<file path="src/verilog/tsup_pkg.sv">
package tsup_pkg;

  // Register byte offsets on the bus.
  localparam logic [7:0] ADDR_CTRL    = 8'h00;
  localparam logic [7:0] ADDR_TIMEOUT = 8'h04;
  localparam logic [7:0] ADDR_WINDOW  = 8'h08;
  localparam logic [7:0] ADDR_REFRESH = 8'h0C;
  localparam logic [7:0] ADDR_UNLOCK  = 8'h10;
  localparam logic [7:0] ADDR_COUNT   = 8'h14;
  localparam logic [7:0] ADDR_STATUS  = 8'h18;

  // Control field positions.
  localparam int CTRL_W     = 7;
  localparam int CTRL_EN    = 0;
  localparam int CTRL_WIN   = 1;
  localparam int CTRL_PRE   = 2;
  localparam int CTRL_CLK   = 3;
  localparam int CTRL_TEST  = 5;
  localparam int CTRL_TBYTE = 6;

  // Write-once tracking bits, one per configuration register.
  localparam int DONE_CTRL = 0;
  localparam int DONE_TMO  = 1;
  localparam int DONE_WIN  = 2;

  // Reset values.
  localparam logic [CTRL_W-1:0] CTRL_RST    = 7'h00;
  localparam logic [15:0]       TIMEOUT_RST = 16'hFFFF;
  localparam logic [15:0]       WINDOW_RST  = 16'h0000;

  // Counter clock source codes.
  localparam logic [1:0] SRC_32K = 2'h0;
  localparam logic [1:0] SRC_1K  = 2'h1;
  localparam logic [1:0] SRC_EXT = 2'h2;

  // Key values and the longest gap between the two writes of a pair.
  localparam logic [15:0] KEY_REF1 = 16'h02A6;
  localparam logic [15:0] KEY_REF2 = 16'h80B4;
  localparam logic [15:0] KEY_UNL1 = 16'h20C5;
  localparam logic [15:0] KEY_UNL2 = 16'h28D9;
  localparam int          GAP_W    = 5;
  localparam logic [GAP_W-1:0] KEY_GAP = 5'h10;
  localparam logic [GAP_W-1:0] GAP_ONE = 5'h01;

  // Fixed prescaler of 256 counter clock edges.
  localparam logic [7:0] PRE_LAST = 8'hFF;

  // Backup timer: a silent counter clock for this long forces a reset.
  localparam int BACKUP_US = 4000;
  localparam int CLK_MHZ   = 10;
  localparam int BKP_W     = 24;
  localparam logic [BKP_W-1:0] BKP_CYCLES_DEF = 24'(BACKUP_US * CLK_MHZ);

  typedef enum logic {SEQ_IDLE, SEQ_ARMED} seq_state_t;

endpackage : tsup_pkg

</file>
<file path="src/verilog/timeout_supervisor.sv">
// Behaviour
// Counter clock is chosen from a 32 kHz, a 1 kHz or an external source.
// Counter is compared with a 16-bit timeout; optional fixed divide by 256.
// Refresh needs keys 0x02A6 then 0x80B4, at most 16 bus clocks apart.
// Window mode accepts a refresh only once the counter has passed the window.
// In window mode an early refresh asserts a reset.
// Unlock with 0x20C5 then 0x28D9, at most 16 bus clocks apart.
// Each configuration register takes one write after reset; later writes are ignored. Here a good unlock reopens all three for one more write each.
// Test mode compares only the upper or lower counter byte with the timeout.
// A bus-clock backup timer forces a reset when the counter clock stops.
// Reaching the timeout asserts reset; a valid refresh clears the counter.
// A wrong key or late second write in either pair asserts a reset.
//
// Our own choices: the placing of the registers and the Wishbone slave port.
module timeout_supervisor #(
  parameter logic [tsup_pkg::BKP_W-1:0] BACKUP_CYCLES = tsup_pkg::BKP_CYCLES_DEF
)
(
  // Clock and reset.
  input  wire logic        clk_i,
  input  wire logic        rst_i,
  // Wishbone slave.
  input  wire logic        cyc_i,
  input  wire logic        stb_i,
  input  wire logic        we_i,
  input  wire logic [7:0]  adr_i,
  input  wire logic [3:0]  sel_i,
  input  wire logic [31:0] dat_i,
  output logic      [31:0] dat_o,
  output logic             ack_o,
  // Counter clock sources, asynchronous to clk_i.
  input  wire logic        osc32k_i,
  input  wire logic        osc1k_i,
  input  wire logic        ext_clk_i,
  // System reset request.
  output logic             rst_req_o
);
  import tsup_pkg::*;

  typedef struct packed {
    logic [2:0]        s32k;
    logic [2:0]        s1k;
    logic [2:0]        sext;
    logic [CTRL_W-1:0] ctrl;
    logic [15:0]       tmo;
    logic [15:0]       win;
    logic [2:0]        done;
    logic [7:0]        pre;
    logic [15:0]       cnt;
    logic [BKP_W-1:0]  bkp;
    logic              ack;
    logic [31:0]       rdat;
    logic              rst_req;
  } sup_state_t;

  sup_state_t st_ff;
  sup_state_t nxt_st;

  logic req;
  logic wr;
  logic wr_ref;
  logic wr_unl;
  logic ref_ok;
  logic ref_bad;
  logic unl_ok;
  logic unl_bad;
  logic en;
  logic raw;
  logic tick;
  logic hit;
  logic early;
  logic bkp_out;
  logic fire;

  // Counter match, narrowed to one byte in test mode.
  function automatic logic match(input logic [15:0] c, input logic [15:0] t, input logic test, input logic hi);
    if (!test)
      match = (c == t);
    else if (hi)
      match = (c[15:8] == t[15:8]);
    else
      match = (c[7:0] == t[7:0]);
  endfunction : match

  // A single-cycle Wishbone answer; key and config writes need both low lanes.
  assign req    = cyc_i && stb_i && !st_ff.ack;
  assign wr     = req && we_i && sel_i[1:0] == 2'h3;
  assign wr_ref = wr && adr_i == ADDR_REFRESH;
  assign wr_unl = wr && adr_i == ADDR_UNLOCK;
  assign ack_o  = st_ff.ack;
  assign dat_o  = st_ff.rdat;
  assign rst_req_o = st_ff.rst_req;

  key_sequencer #(
    .KEY_FIRST  (KEY_REF1),
    .KEY_SECOND (KEY_REF2)
  ) u_refresh (
    .clk_i (clk_i),
    .rst_i (rst_i),
    .wr_i  (wr_ref),
    .key_i (dat_i[15:0]),
    .ok_o  (ref_ok),
    .bad_o (ref_bad)
  );

  key_sequencer #(
    .KEY_FIRST  (KEY_UNL1),
    .KEY_SECOND (KEY_UNL2)
  ) u_unlock (
    .clk_i (clk_i),
    .rst_i (rst_i),
    .wr_i  (wr_unl),
    .key_i (dat_i[15:0]),
    .ok_o  (unl_ok),
    .bad_o (unl_bad)
  );

  // Edge of the chosen source; edges are read from the second and third stages only.
  always_comb
  begin
    case (st_ff.ctrl[CTRL_CLK+:2])
      SRC_1K:  raw = st_ff.s1k[1] && !st_ff.s1k[2];
      SRC_EXT: raw = st_ff.sext[1] && !st_ff.sext[2];
      default: raw = st_ff.s32k[1] && !st_ff.s32k[2];
    endcase
  end

  // The divider only lets every 256th source edge through.
  assign en      = st_ff.ctrl[CTRL_EN];
  assign tick    = st_ff.ctrl[CTRL_PRE] ? (raw && st_ff.pre == PRE_LAST) : raw;
  assign hit     = en && match(st_ff.cnt, st_ff.tmo, st_ff.ctrl[CTRL_TEST], st_ff.ctrl[CTRL_TBYTE]);
  assign early   = st_ff.ctrl[CTRL_WIN] && st_ff.cnt < st_ff.win;
  assign bkp_out = en && st_ff.bkp == BACKUP_CYCLES - 24'h000001;
  assign fire    = hit || (en && ref_ok && early) || ref_bad || unl_bad || bkp_out;

  // Next state of the whole block.
  always_comb
  begin
    nxt_st         = st_ff;
    nxt_st.s32k    = {st_ff.s32k[1:0], osc32k_i};
    nxt_st.s1k     = {st_ff.s1k[1:0], osc1k_i};
    nxt_st.sext    = {st_ff.sext[1:0], ext_clk_i};
    nxt_st.ack     = req;
    nxt_st.rst_req = fire;
    nxt_st.rdat    = 32'h00000000;
    if (req && !we_i)
    begin
      case (adr_i)
        ADDR_CTRL:    nxt_st.rdat = {25'h0, st_ff.ctrl};
        ADDR_TIMEOUT: nxt_st.rdat = {16'h0000, st_ff.tmo};
        ADDR_WINDOW:  nxt_st.rdat = {16'h0000, st_ff.win};
        ADDR_COUNT:   nxt_st.rdat = {16'h0000, st_ff.cnt};
        ADDR_STATUS:  nxt_st.rdat = {28'h0000000, en, st_ff.done};
        default:      nxt_st.rdat = 32'h00000000;
      endcase
    end
    // Each register locks after its first write; a good unlock opens all three again.
    if (wr && adr_i == ADDR_CTRL && !st_ff.done[DONE_CTRL])
    begin
      nxt_st.ctrl            = dat_i[CTRL_W-1:0];
      nxt_st.done[DONE_CTRL] = 1'b1;
    end
    if (wr && adr_i == ADDR_TIMEOUT && !st_ff.done[DONE_TMO])
    begin
      nxt_st.tmo            = dat_i[15:0];
      nxt_st.done[DONE_TMO] = 1'b1;
    end
    if (wr && adr_i == ADDR_WINDOW && !st_ff.done[DONE_WIN])
    begin
      nxt_st.win            = dat_i[15:0];
      nxt_st.done[DONE_WIN] = 1'b1;
    end
    if (unl_ok)
      nxt_st.done = 3'h0;
    // Prescaler holds at zero unless enabled with the divider on, so a mode switch starts from a known phase.
    if (!en || !st_ff.ctrl[CTRL_PRE])
      nxt_st.pre = 8'h00;
    else if (raw)
      nxt_st.pre = st_ff.pre + 8'h01;
    // Counter clears on disable, on any reset request and on an accepted refresh.
    if (!en || fire || ref_ok)
      nxt_st.cnt = 16'h0000;
    else if (tick)
      nxt_st.cnt = st_ff.cnt + 16'h0001;
    // Backup timer runs on clk_i and restarts on every source edge.
    if (!en || raw || bkp_out)
      nxt_st.bkp = '0;
    else
      nxt_st.bkp = st_ff.bkp + 24'h000001;
  end

  // State register.
  always_ff @(posedge clk_i)
  begin
    if (rst_i)
    begin
      st_ff      <= '0;
      st_ff.ctrl <= CTRL_RST;
      st_ff.tmo  <= TIMEOUT_RST;
      st_ff.win  <= WINDOW_RST;
    end
    else
      st_ff <= nxt_st;
  end
endmodule : timeout_supervisor

</file>
<file path="src/verilog/key_sequencer.sv">
module key_sequencer #(
  parameter logic [15:0] KEY_FIRST  = 16'h0000,
  parameter logic [15:0] KEY_SECOND = 16'h0000
)
(
  // Clock and reset.
  input  wire logic        clk_i,
  input  wire logic        rst_i,
  // Key write strobe and value.
  input  wire logic        wr_i,
  input  wire logic [15:0] key_i,
  // Result pulses.
  output logic             ok_o,
  output logic             bad_o
);
  import tsup_pkg::*;

  typedef struct packed {
    seq_state_t       st;
    logic [GAP_W-1:0] gap;
  } seq_t;

  seq_t seq_ff;
  seq_t nxt_seq;

  // A wrong key, a late second key or a lone first key all end the pair as bad.
  always_comb
  begin
    nxt_seq = seq_ff;
    ok_o    = 1'b0;
    bad_o   = 1'b0;
    case (seq_ff.st)
      SEQ_IDLE:
      begin
        if (wr_i && key_i == KEY_FIRST)
        begin
          nxt_seq.st  = SEQ_ARMED;
          nxt_seq.gap = GAP_ONE;
        end
        else if (wr_i)
          bad_o = 1'b1;
      end
      SEQ_ARMED:
      begin
        if (wr_i)
        begin
          nxt_seq.st = SEQ_IDLE;
          ok_o       = (key_i == KEY_SECOND);
          bad_o      = (key_i != KEY_SECOND);
        end
        else if (seq_ff.gap == KEY_GAP)
        begin
          nxt_seq.st = SEQ_IDLE;
          bad_o      = 1'b1;
        end
        else
          nxt_seq.gap = seq_ff.gap + GAP_ONE;
      end
      default: nxt_seq.st = SEQ_IDLE;
    endcase
  end

  // State register.
  always_ff @(posedge clk_i)
  begin
    if (rst_i)
      seq_ff <= '{st: SEQ_IDLE, gap: '0};
    else
      seq_ff <= nxt_seq;
  end
endmodule : key_sequencer

</file>
<file path="config.mk">
export PLATFORM = sky130hd
export DESIGN_NAME = timeout_supervisor
export DESIGN_NICKNAME = d
export VERILOG_FILES = /design/src/verilog/tsup_pkg.sv /design/src/verilog/timeout_supervisor.sv /design/src/verilog/key_sequencer.sv
export SDC_FILE = /design/constraint.sdc
export NUM_CORES = 1
export LEC_CHECK = 0
export BUFFER_PORTS_ARGS = -buffer_cell sky130_fd_sc_hd__clkbuf_2
export CAP_MARGIN = 0
export CELL_PAD_IN_SITES_DETAIL_PLACEMENT = 0
export CELL_PAD_IN_SITES_GLOBAL_PLACEMENT = 1
export CORE_MARGIN = 5
export CORE_UTILIZATION = 44
export CTS_CLUSTER_DIAMETER = 50
export DETAILED_ROUTE_END_ITERATION = 6
export PLACE_DENSITY = 0.82
export SYNTH_ARGS = -nofsm -noshare
export SYNTH_HDL_FRONTEND = slang
export SYNTH_SLANG_ARGS = --single-unit
</file>
<file path="constraint.sdc">
create_clock -name clk_i -period 2.9 [get_ports clk_i]
set_input_delay 0.145 -clock clk_i [delete_from_list [all_inputs] [get_ports clk_i]]
set_output_delay 0.145 -clock clk_i [all_outputs]
set_load 0.1 [all_outputs]
</file>
==> flow_metrics.env, run 1 <==
export IMPL_routed_wl_um=15450
export IMPL_reg2reg_from="st_ff[120]"
export IMPL_path_cells="dlygate4sd3_1 > clkbuf_2 > nor4b_1 > nand2_1 > or3_1 > a221oi_1 > nand4_4 > nor2_2"
export IMPL_ys_seq_area_frac=0.3970
export IMPL_crit_start="dat_i[6]"
export IMPL_routedWlPerCell_um=15.96
export IMPL_seqPwrFrac=0.449
export IMPL_rsz0062_at_grt="false"
export IMPL_yosysMostFrequentCell="dfxtp_1"
export IMPL_routed_via_density=5.403
export IMPL_via_count=5230
export IMPL_irDropWorstVdd_uv=331.0
export IMPL_cts_num_sinks=129
export IMPL_grt_pass1_vias=5411
export IMPL_start_kind="input port"
export IMPL_first_pass_iters=4
export IMPL_routabilityCongestion=0.8327
export IMPL_critPathTopFamily="simple AND/OR/NAND/NOR gates"
export IMPL_synth_top_area_cell="dfxtp_1"
export IMPL_max_stage_delay_ns=0.56
export IMPL_initial_core_util=0.4476
export IMPL_drc=0
export IMPL_grt_overflow=0
export IMPL_crit_end="st_ff[62]"
export IMPL_final_seq_area_um2=2582
export IMPL_synth_edff_count=0
export IMPL_comb_power_share=0.050
export IMPL_final_cells=968
export IMPL_avgSynthCellArea_um2=8.923
export IMPL_netlist_area_um2=6505
export IMPL_clock_tree_root_cell="clkbuf_16"
export IMPL_endpoint_kind="flip-flop"
export IMPL_p_sw_w=0.001027
export IMPL_switching_share=0.2593
export IMPL_p_int_w=0.002933
export IMPL_r2r_slack_ns=0.55
export IMPL_clockBufferDepth=2
export IMPL_arrival_ns=3.04
export IMPL_async_reset_ff_frac=0
export IMPL_worstSkewPairLatency_ns=0.42
export IMPL_ant_nets=0
export IMPL_yosysWarnings=0
export IMPL_grtUsageTotal=0.1834
export IMPL_power_frac_clock=0.501
export IMPL_maxCapViolCount=0
export IMPL_slew_headroom=0.4581
export IMPL_period_needed_ns=2.684
export IMPL_synth_flop_cell="dfxtp_1"
export IMPL_cp_max_fo=16
export IMPL_antenna_found_initial=0
export IMPL_synth_top_cell_area_share=0.3970
export IMPL_dieArea_um2=17320
export IMPL_post_cts_setup_buffer_count=0
export IMPL_r2r_end="st_ff[51]"
export IMPL_drive_gt1_frac=0.1594
export IMPL_diodes=0
export IMPL_die_h_um=131.6
export IMPL_grt_pass1_wl_um=26360
export IMPL_tritoncts="built"
export IMPL_cts_buffers=17
export IMPL_syn_to_final_growth_pct=13.27
export IMPL_tns_ns=0
export IMPL_coreArea_um2=14530
export IMPL_utilization=0.5070
export IMPL_timing_fmax_mhz=372.6
export IMPL_rr_worst_depth=6
export IMPL_htree_levels=4
export IMPL_fin_skew_ns=0.008964
export IMPL_nFillCells=1359
export IMPL_post_synth_inst_count=729
export IMPL_synth_seq_cells=129
export IMPL_worst_pin_slew_ns=0.8074
export IMPL_drt_iter0_drc=303
export IMPL_synthDistinctLibCells=62
export IMPL_die_w_um=131.6
export IMPL_crit_required_ns=3.26
export IMPL_numPortBuffers=51
export IMPL_status="completed"
export IMPL_ioPinCount=86
export IMPL_period_share=0.9254
export IMPL_grt_max_degree=60
export IMPL_synth_common_cells="129 x dfxtp_1, 87 x nor2_1, 39 x xnor2_1"
export IMPL_row_count=44
export IMPL_setup_viol=0
export IMPL_place_inst=931
export IMPL_path_buf_inv=2
export IMPL_synthTopCellsByArea="dfxtp_1 40%, xnor2_1 5.3%, nor2_1 5.0%, ha_1 4.6%, mux2i_1 3.8%"
export IMPL_clkSlewWorstSetupHoldPaths_ns=0.06
export IMPL_slowest_stage="dlygate4sd3_1"
export IMPL_power_density_nw_per_um2=537.4
export IMPL_fin_nets=847
export IMPL_cp_depth=8
export IMPL_hold_class="in -> reg"
export IMPL_slew_viol_final=0
export IMPL_multi_input_area_um2=3487
export IMPL_leakage_nw=2.488
export IMPL_final_hold_violation_count=0
export IMPL_place_hpwl_um=11340
export IMPL_crit_type="in -> reg"
worst min path at each step:
stage,from,endpoint,slack [ns],cells after the start
final,dat_i[15],st_ff[116],0.01,2
after global routing,dat_i[15],st_ff[116],0.02,2
after CTS,dat_i[15],st_ff[116],0.004,2
after detailed placement,ext_clk_i,nxt_st[125],0.36,2
after global placement,osc1k_i,nxt_st[128],0.36,2
after floorplan,dat_i[0],st_ff[101],0.26,1
cell families (layout without fill, tap and decap cells):
group / count (synthesis) / count (layout) / synth area share
simple gates: 293 / 293 / 0.2474
flops: 129 / 129 / 0.3970
compound gates: 102 / 102 / 0.1098
buf+inv: 93 / 133 / 0.07674
xor+xnor: 61 / 61 / 0.08213
mux: 26 / 26 / 0.04020
fa+ha+maj: 24 / 24 / 0.04616
other cells: 1 / 16 / 0.0005765
worst reg2reg max path: cells and delay by family, from the launching register on:
family / cells / cell delay, ns
AND/OR/NAND/NOR: 3 / 1.29
flip-flops: 1 / 0.38
adder cells (fa/ha/maj): 1 / 0.30
AO/OA/AOI/OAI: 1 / 0.25
buffers and inverters: 1 / 0.06
per-layer routing:
metal  global-route usage  part of all wire  up-vias
met2               0.3205              0.50      105
li1                     -                 -     2580
met4              0.07086             0.022        0
met1               0.2166              0.42     2517
met3              0.04434             0.052       28
met5                    0                 0        -
sequential cells by signal, summed over array words and instances, names as in the netlist:
signal	cells
u_unlock.seq_ff	6
en	1
nxt_st	6
rst_req_o	1
u_refresh.seq_ff	6
st_ff	92
dat_o	16
ack_o	1
power by group through the flow:
stage | sequential, W | clock (W) | combinational (W)
final | 0.00178 | 0.00198 | 0.000198
after floorplan | 0.00182 | 0 | 0.000150
after global routing | 0.00178 | 0.00212 | 0.000209
after CTS | 0.00178 | 0.00201 | 0.000197
after detailed placement | 0.00182 | 0 | 0.000191
after global placement | 0.00182 | 0 | 0.000189
through the flow:
step | hold WS, ns | setup slack (ns) | total power, W | cell area (um^2)
after global placement | 0.3598 | 0.4623 | 0.002008 | 6765
after CTS | 0.004201 | 0.2798 | 0.003990 | 7368
after global routing | 0.01532 | 0.02905 | 0.004107 | 7368
final | 0.01437 | 0.2162 | 0.003960 | 7368
after floorplan | 0.2629 | 0.2817 | 0.001972 | 6561
after detailed placement | 0.3585 | 0.3881 | 0.002010 | 6765
cells in the final DEF (no fill, tap or decap), types with 4 or more instances in the layout:
cell	instances
or3_1	10
xnor2_1	39
xor2_1	22
nor3_1	12
nor2_2	12
nand2b_1	5
nand3b_1	4
nor4b_1	5
conb_1	16
a21oi_1	32
a21o_1	5
clkbuf_2	51
nor2b_1	32
nand3_1	20
a22oi_1	20
or2_2	6
nand4_1	23
inv_1	34
and3_1	7
inv_6	5
buf_4	11
ha_1	24
dfxtp_1	129
o21ai_0	8
nor2_1	86
a211o_1	16
clkinvlp_4	4
dlygate4sd3_1	5
nor4_1	10
mux2i_1	25
clkbuf_16	17
nand2_1	36
what timing repair did:
item                                   CTS  global route
endpoints found under the hold margin    5             0
gates resized for setup                  0             0
hold buffers                             5             0
layout make-up:
| class | instances | share of cell area |
|---|---|---|
| flip-flops and latches | 129 | 0.3505 |
| clock buffers | 17 | 0.05773 |
| clock inverters | 15 | 0.01732 |
| well taps | 184 | 0.03124 |
| inverters | 34 | 0.01732 |
| repair buffers | 67 | 0.05264 |
| multi-input cells | 522 | 0.4733 |
No activity file was read; power rests on OpenSTA's default activity.
==> run 2: changes to the inputs <==
==> constraint.sdc (replaced) <==
create_clock -name clk_i -period 2.9 [get_ports clk_i]
set_input_delay 0.87 -clock clk_i [delete_from_list [all_inputs] [get_ports clk_i]]
set_output_delay 0.87 -clock clk_i [all_outputs]
set_load 0.1 [all_outputs]
==> flow_metrics.env, run 2 (synthesis results as in run 1) <==
export IMPL_layout_cells_most_common="dfxtp_1"
export IMPL_reg2reg_from="st_ff[120]"
export IMPL_whs_ns=0.4439
export IMPL_leakage_nw=2.649
export IMPL_cp_max_fo=16
export IMPL_grtUsageTotal=0.1826
export IMPL_die_h_um=131.6
export IMPL_drt_iter0_drc=336
export IMPL_grt_overflow=0
export IMPL_worstSkewPairLatency_ns=0.41
export IMPL_htree_levels=4
export IMPL_post_dp_cell_area_um2=6994
export IMPL_maxCapViolCount=0
export IMPL_power_density_nw_per_um2=564.9
export IMPL_irDropWorstVdd_uv=372.3
export IMPL_coreArea_um2=14530
export IMPL_grt_most_used_layer="met2"
export IMPL_place_inst=952
export IMPL_dieArea_um2=17320
export IMPL_grt_pass1_wl_um=25970
export IMPL_drive_gt1_frac=0.1788
export IMPL_ctsResizeCount=0
export IMPL_setup_viol=0
export IMPL_rsz0062_at_grt="false"
export IMPL_worstHoldStart="nxt_st[128]"
export IMPL_fin_nets=863
export IMPL_rr_worst_depth=6
export IMPL_crit_type="in -> reg"
export IMPL_routed_wl_um=16040
export IMPL_ioPinCount=86
export IMPL_endpoint_kind="flip-flop"
export IMPL_top_register="st_ff"
export IMPL_numPortBuffers=51
export IMPL_r2r_slack_ns=0.52
export IMPL_crit_end="st_ff[71]"
export IMPL_crit_start="dat_i[0]"
export IMPL_diodes=0
export IMPL_grt_pass1_vias=5321
export IMPL_hold_class="reg -> reg"
export IMPL_slew_viol_final=0
export IMPL_total_power_w=0.004310
export IMPL_period_needed_ns=2.554
export IMPL_drc=0
export IMPL_routed_via_density=5.405
export IMPL_mostFrequentLayoutCells="129 x dfxtp_1, 86 x nor2_1, 51 x clkbuf_2, 39 x xnor2_1, 36 x nand2_1"
export IMPL_grt_use_met3=0.04664
export IMPL_cts_buffers=17
export IMPL_cts_num_sinks=129
export IMPL_largest_reg_flops=92
export IMPL_die_w_um=131.6
export IMPL_ant_nets=0
export IMPL_row_count=44
export IMPL_initial_core_util=0.4476
export IMPL_slew_headroom=0.4725
export IMPL_cts_hold_buf=0
export IMPL_arrival_ns=2.90
export IMPL_tritoncts="built"
export IMPL_utilization=0.5250
export IMPL_start_kind="input port"
export IMPL_grt_max_degree=59
export IMPL_syn_to_final_growth_pct=17.29
export IMPL_routabilityCongestion=0.8511
export IMPL_first_pass_iters=5
export IMPL_clkSlewWorstSetupHoldPaths_ns=0.05
export IMPL_period_share=0.8809
export IMPL_met1_usage=0.2133
export IMPL_post_cts_setup_buffer_count=0
export IMPL_crit_required_ns=3.25
export IMPL_clock_tree_root_cell="clkbuf_16"
export IMPL_final_cell_area_um2=7630
export IMPL_status="completed"
export IMPL_worst_pin_slew_ns=0.7912
export IMPL_final_hold_violation_count=0
export IMPL_holdPathStages=1
export IMPL_grt_use_met2=0.3160
export IMPL_via_count=5319
export IMPL_routedWlPerCell_um=16.30
export IMPL_final_cells=984
export IMPL_timing_fmax_mhz=391.5
export IMPL_fin_skew_ns=0.006382
export IMPL_place_hpwl_um=11640
export IMPL_antenna_found_initial=1
export IMPL_clockBufferDepth=2
export IMPL_r2r_end="st_ff[56]"
[run 2: area by class of cell]
class                           count  area [um^2]
Sequential cell                   129         2582
Multi-Input combinational cell    522         3496
Fill cell                        1344         6904
Inverter                           34        127.6
Clock inverter                     11        185.2
Tap cell                          184        230.2
Timing Repair Buffer               83        558.0
Clock buffer                       21        450.4
[run 2: per-layer routing]
| metal | routed length (um) | part of all wire | vias up |
|---|---|---|---|
| li1 | - | - | 2616 |
| met2 | 8040 | 0.50 | 108 |
| met3 | 780 | 0.049 | 32 |
| met4 | 376 | 0.023 | 2 |
| met1 | 6833 | 0.43 | 2561 |
| met5 | 7 | 0.00044 | - |
[run 2: worst min path at each step]
stage	end
after floorplan	nxt_st[126]
after global placement	nxt_st[126]
after detailed placement	nxt_st[129]
after CTS	nxt_st[129]
after global routing	nxt_st[129]
final	nxt_st[129]
[run 2: power by group]
group          internal, W  switching, W  leakage, nW  total, W
sequential         0.00178    0.00000187         1.04   0.00178
combinational    0.0000477      0.000162         1.30  0.000210
clock              0.00154      0.000779        0.307   0.00232
total              0.00337      0.000943         2.65   0.00431
[run 2: metrics by stage]
stage	setup WS [ns]	TNS [ns]
6_report	0.3455	0
5_1_grt	0.1912	0
4_1_cts	0.3510	0
3_5_place_dp	-0.09019	-1.213
3_3_place_gp	-0.08133	-0.09632
2_1_floorplan	-0.05066	-0.5066
[run 2: worst max-delay path, stage by stage]
cell	delay (ns)
clkbuf_2	0.11
nor4b_1	0.31
buf_4	0.18
nand2_1	0.07
or3_1	0.39
a221oi_1	0.49
nand4_4	0.17
buf_12	0.20
nor2_1	0.11
==> run 3: changes to the inputs <==
--- a/config.mk
+++ b/config.mk
@@ -9,11 +9,11 @@
 export CAP_MARGIN = 0
 export CELL_PAD_IN_SITES_DETAIL_PLACEMENT = 0
 export CELL_PAD_IN_SITES_GLOBAL_PLACEMENT = 1
-export CORE_MARGIN = 5
 export CORE_UTILIZATION = 44
 export CTS_CLUSTER_DIAMETER = 50
 export DETAILED_ROUTE_END_ITERATION = 6
-export PLACE_DENSITY = 0.82
+export PLACE_DENSITY = 0.81
 export SYNTH_ARGS = -nofsm -noshare
 export SYNTH_HDL_FRONTEND = slang
+export SYNTH_HIERARCHICAL = 1
 export SYNTH_SLANG_ARGS = --single-unit
==> flow_metrics.env, run 3 <==
export IMPL_leakage_nw=3.048
export IMPL_cts_num_sinks=129
export IMPL_yosysWarnings=6
export IMPL_top_register="st_ff"
export IMPL_synth_seq_cells=129
export IMPL_holdPathStages=1
export IMPL_grt_pass1_vias=5101
export IMPL_cts_buffers=17
export IMPL_status="finished with violations"
export IMPL_rsz0062_at_grt="true"
export IMPL_period_needed_ns=2.933
export IMPL_total_power_w=0.004326
export IMPL_numPortBuffers=51
export IMPL_rr_worst_depth=7
export IMPL_crit_type="in -> reg"
export IMPL_die_h_um=123.9
export IMPL_switching_share=0.2216
export IMPL_routed_via_density=5.550
export IMPL_place_hpwl_um=11590
export IMPL_netlist_area_um2=6534
export IMPL_post_synth_inst_count=706
export IMPL_via_count=5378
export IMPL_routabilityCongestion=0.8643
export IMPL_synthTopCellsByArea="dfxtp_1 40%, xor2_1 6.8%, mux2i_1 6.3%, ha_1 4.6%, nor2_1 4.3%"
export IMPL_synth_top_cell_area_share=0.3953
export IMPL_seqPwrFrac=0.411
export IMPL_synth_top_area_cell="dfxtp_1"
export IMPL_synth_common_cells="129 x dfxtp_1, 75 x nor2_1, 51 x xor2_1"
export IMPL_irDropWorstVdd_uv=439.1
export IMPL_crit_required_ns=3.21
export IMPL_dieArea_um2=15340
export IMPL_worst_slack_ns=-0.03253
export IMPL_cts_hold_buf=0
export IMPL_clkSlewWorstSetupHoldPaths_ns=0.06
export IMPL_synth_edff_count=0
export IMPL_p_int_w=0.003367
export IMPL_fin_skew_ns=0.006392
export IMPL_coreArea_um2=14530
export IMPL_setup_viol=10
export IMPL_synthDistinctLibCells=67
export IMPL_arrival_ns=3.24
export IMPL_htree_levels=4
export IMPL_post_dp_cell_area_um2=7071
export IMPL_drive_gt1_frac=0.2051
export IMPL_grt_max_degree=53
export IMPL_layout_cells_most_common="dfxtp_1"
export IMPL_endpoint_kind="flip-flop"
export IMPL_slew_headroom=0.4298
export IMPL_drc=0
export IMPL_clock_tree_root_cell="clkbuf_16"
export IMPL_largest_reg_flops=92
export IMPL_power_density_nw_per_um2=549.0
export IMPL_routed_wl_um=15950
export IMPL_fin_nets=848
export IMPL_reg2reg_from="st_ff[120]"
export IMPL_async_reset_ff_frac=0
export IMPL_crit_end="rst_req_o"
export IMPL_final_hold_violation_count=0
export IMPL_clockBufferDepth=2
export IMPL_tns_ns=-0.1828
export IMPL_syn_to_final_growth_pct=20.59
export IMPL_grt_overflow=0
export IMPL_period_share=1.011
export IMPL_die_w_um=123.9
export IMPL_row_count=44
export IMPL_start_kind="input port"
export IMPL_synth_flop_cell="dfxtp_1"
export IMPL_yosysMostFrequentCell="dfxtp_1"
export IMPL_mostFrequentLayoutCells="129 x dfxtp_1, 73 x nor2_1, 51 x xor2_1, 51 x clkbuf_2, 41 x mux2i_1"
export IMPL_r2r_end="st_ff[72]"
export IMPL_cp_max_fo=3
export IMPL_antenna_found_initial=0
export IMPL_grt_pass1_wl_um=25300
export IMPL_ioPinCount=86
export IMPL_violations="setup timing"
export IMPL_crit_start="adr_i[6]"
export IMPL_r2r_slack_ns=0.57
export IMPL_drt_iter0_drc=410
export IMPL_first_pass_iters=5
export IMPL_ys_seq_area_frac=0.3953
export IMPL_power_frac_clock=0.542
export IMPL_diodes=0
export IMPL_avgSynthCellArea_um2=9.255
export IMPL_p_sw_w=0.0009585
export IMPL_final_cell_area_um2=7879
export IMPL_utilization=0.5421
export IMPL_initial_core_util=0.4496
export IMPL_tritoncts="built"
export IMPL_nFillCells=1305
export IMPL_worst_pin_slew_ns=0.8487
export IMPL_slew_viol_final=0
export IMPL_timing_fmax_mhz=341.0
export IMPL_ant_nets=0
export IMPL_comb_power_share=0.047
export IMPL_worstSkewPairLatency_ns=0.42
export IMPL_routedWlPerCell_um=16.46
export IMPL_hold_class="reg -> reg"
export IMPL_maxCapViolCount=0
export IMPL_grtUsageTotal=0.2180
==> run 3: cells by family (layout without fill, tap and decap cells) <==
group / after synthesis / after routing / synth area share
xor+xnor: 59 / 59 / 0.07909
buf+inv: 94 / 158 / 0.07737
fa+ha+maj: 24 / 24 / 0.04596
simple gates: 274 / 274 / 0.2413
mux: 41 / 41 / 0.06281
other cells: 1 / 16 / 0.0005739
compound gates: 84 / 84 / 0.09766
flops: 129 / 129 / 0.3953
==> run 3: area by class of cell <==
| type | count | area [um^2] | share of cell area |
|---|---|---|---|
| multi-input combinational | 498 | 3647 | 0.4629 |
| sequential | 129 | 2582 | 0.3278 |
| timing repair buffer | 90 | 631.9 | 0.08020 |
| clock buffer | 19 | 442.9 | 0.05622 |
| tap | 184 | 230.2 | 0.02922 |
| clock inverter | 13 | 209.0 | 0.02652 |
| inverter | 36 | 135.1 | 0.01715 |
==> run 3: how the worst min path moves through the flow <==
stage | endpoint | startpoint
floorplan | nxt_st[126] | nxt_st[125]
detailed placement | nxt_st[132] | nxt_st[131]
CTS | nxt_st[132] | nxt_st[131]
global placement | nxt_st[126] | nxt_st[125]
finish | nxt_st[129] | nxt_st[128]
global route | nxt_st[132] | nxt_st[131]
==> run 3: worst max-delay path, stage by stage <==
cell and delay (ns):
clkbuf_2 0.08, or4_4 0.54, buf_6 0.14, or3b_4 0.39, nor4_4 0.29, nand3_2 0.13, a21oi_2 0.13, nor2_1 0.06
nor2_2 0.17, o31ai_4 0.14, o31a_1 0.31
==> run 3: power by group through the flow <==
stage	registers (W)	clock network (W)	logic, W
floorplan	0.00182	0	0.000147
global placement	0.00182	0	0.000196
detailed placement	0.00182	0	0.000198
CTS	0.00178	0.00238	0.000199
global route	0.00178	0.00246	0.000211
finish	0.00178	0.00234	0.000202
==> run 3: per-layer routing <==
metal | wire (um) | GRT usage | vias up
met5 | 0 | 0 | -
met4 | 331 | 0.08810 | 0
met3 | 681 | 0.05174 | 26
met2 | 7573 | 0.3583 | 155
met1 | 7366 | 0.2733 | 2565
li1 | - | - | 2632
==> run 3: repair_timing <==
item                                    CTS  global route
pin swaps                                 0            14
resized for setup                         3            19
buffers inserted                          0             3
cloned                                    0             1
endpoints found under the setup margin   14            17
==> run 3: per-stage QoR <==
stage | cells | hold WS (ns) | setup WS (ns)
floorplan | 721 | 0.4138 | -0.2668
global placement | 933 | 0.4176 | -0.4194
detailed placement | 933 | 0.4252 | -0.4828
CTS | 965 | 0.4385 | -0.007706
global route | 969 | 0.4494 | -0.09362
finish | 969 | 0.4357 | -0.03253
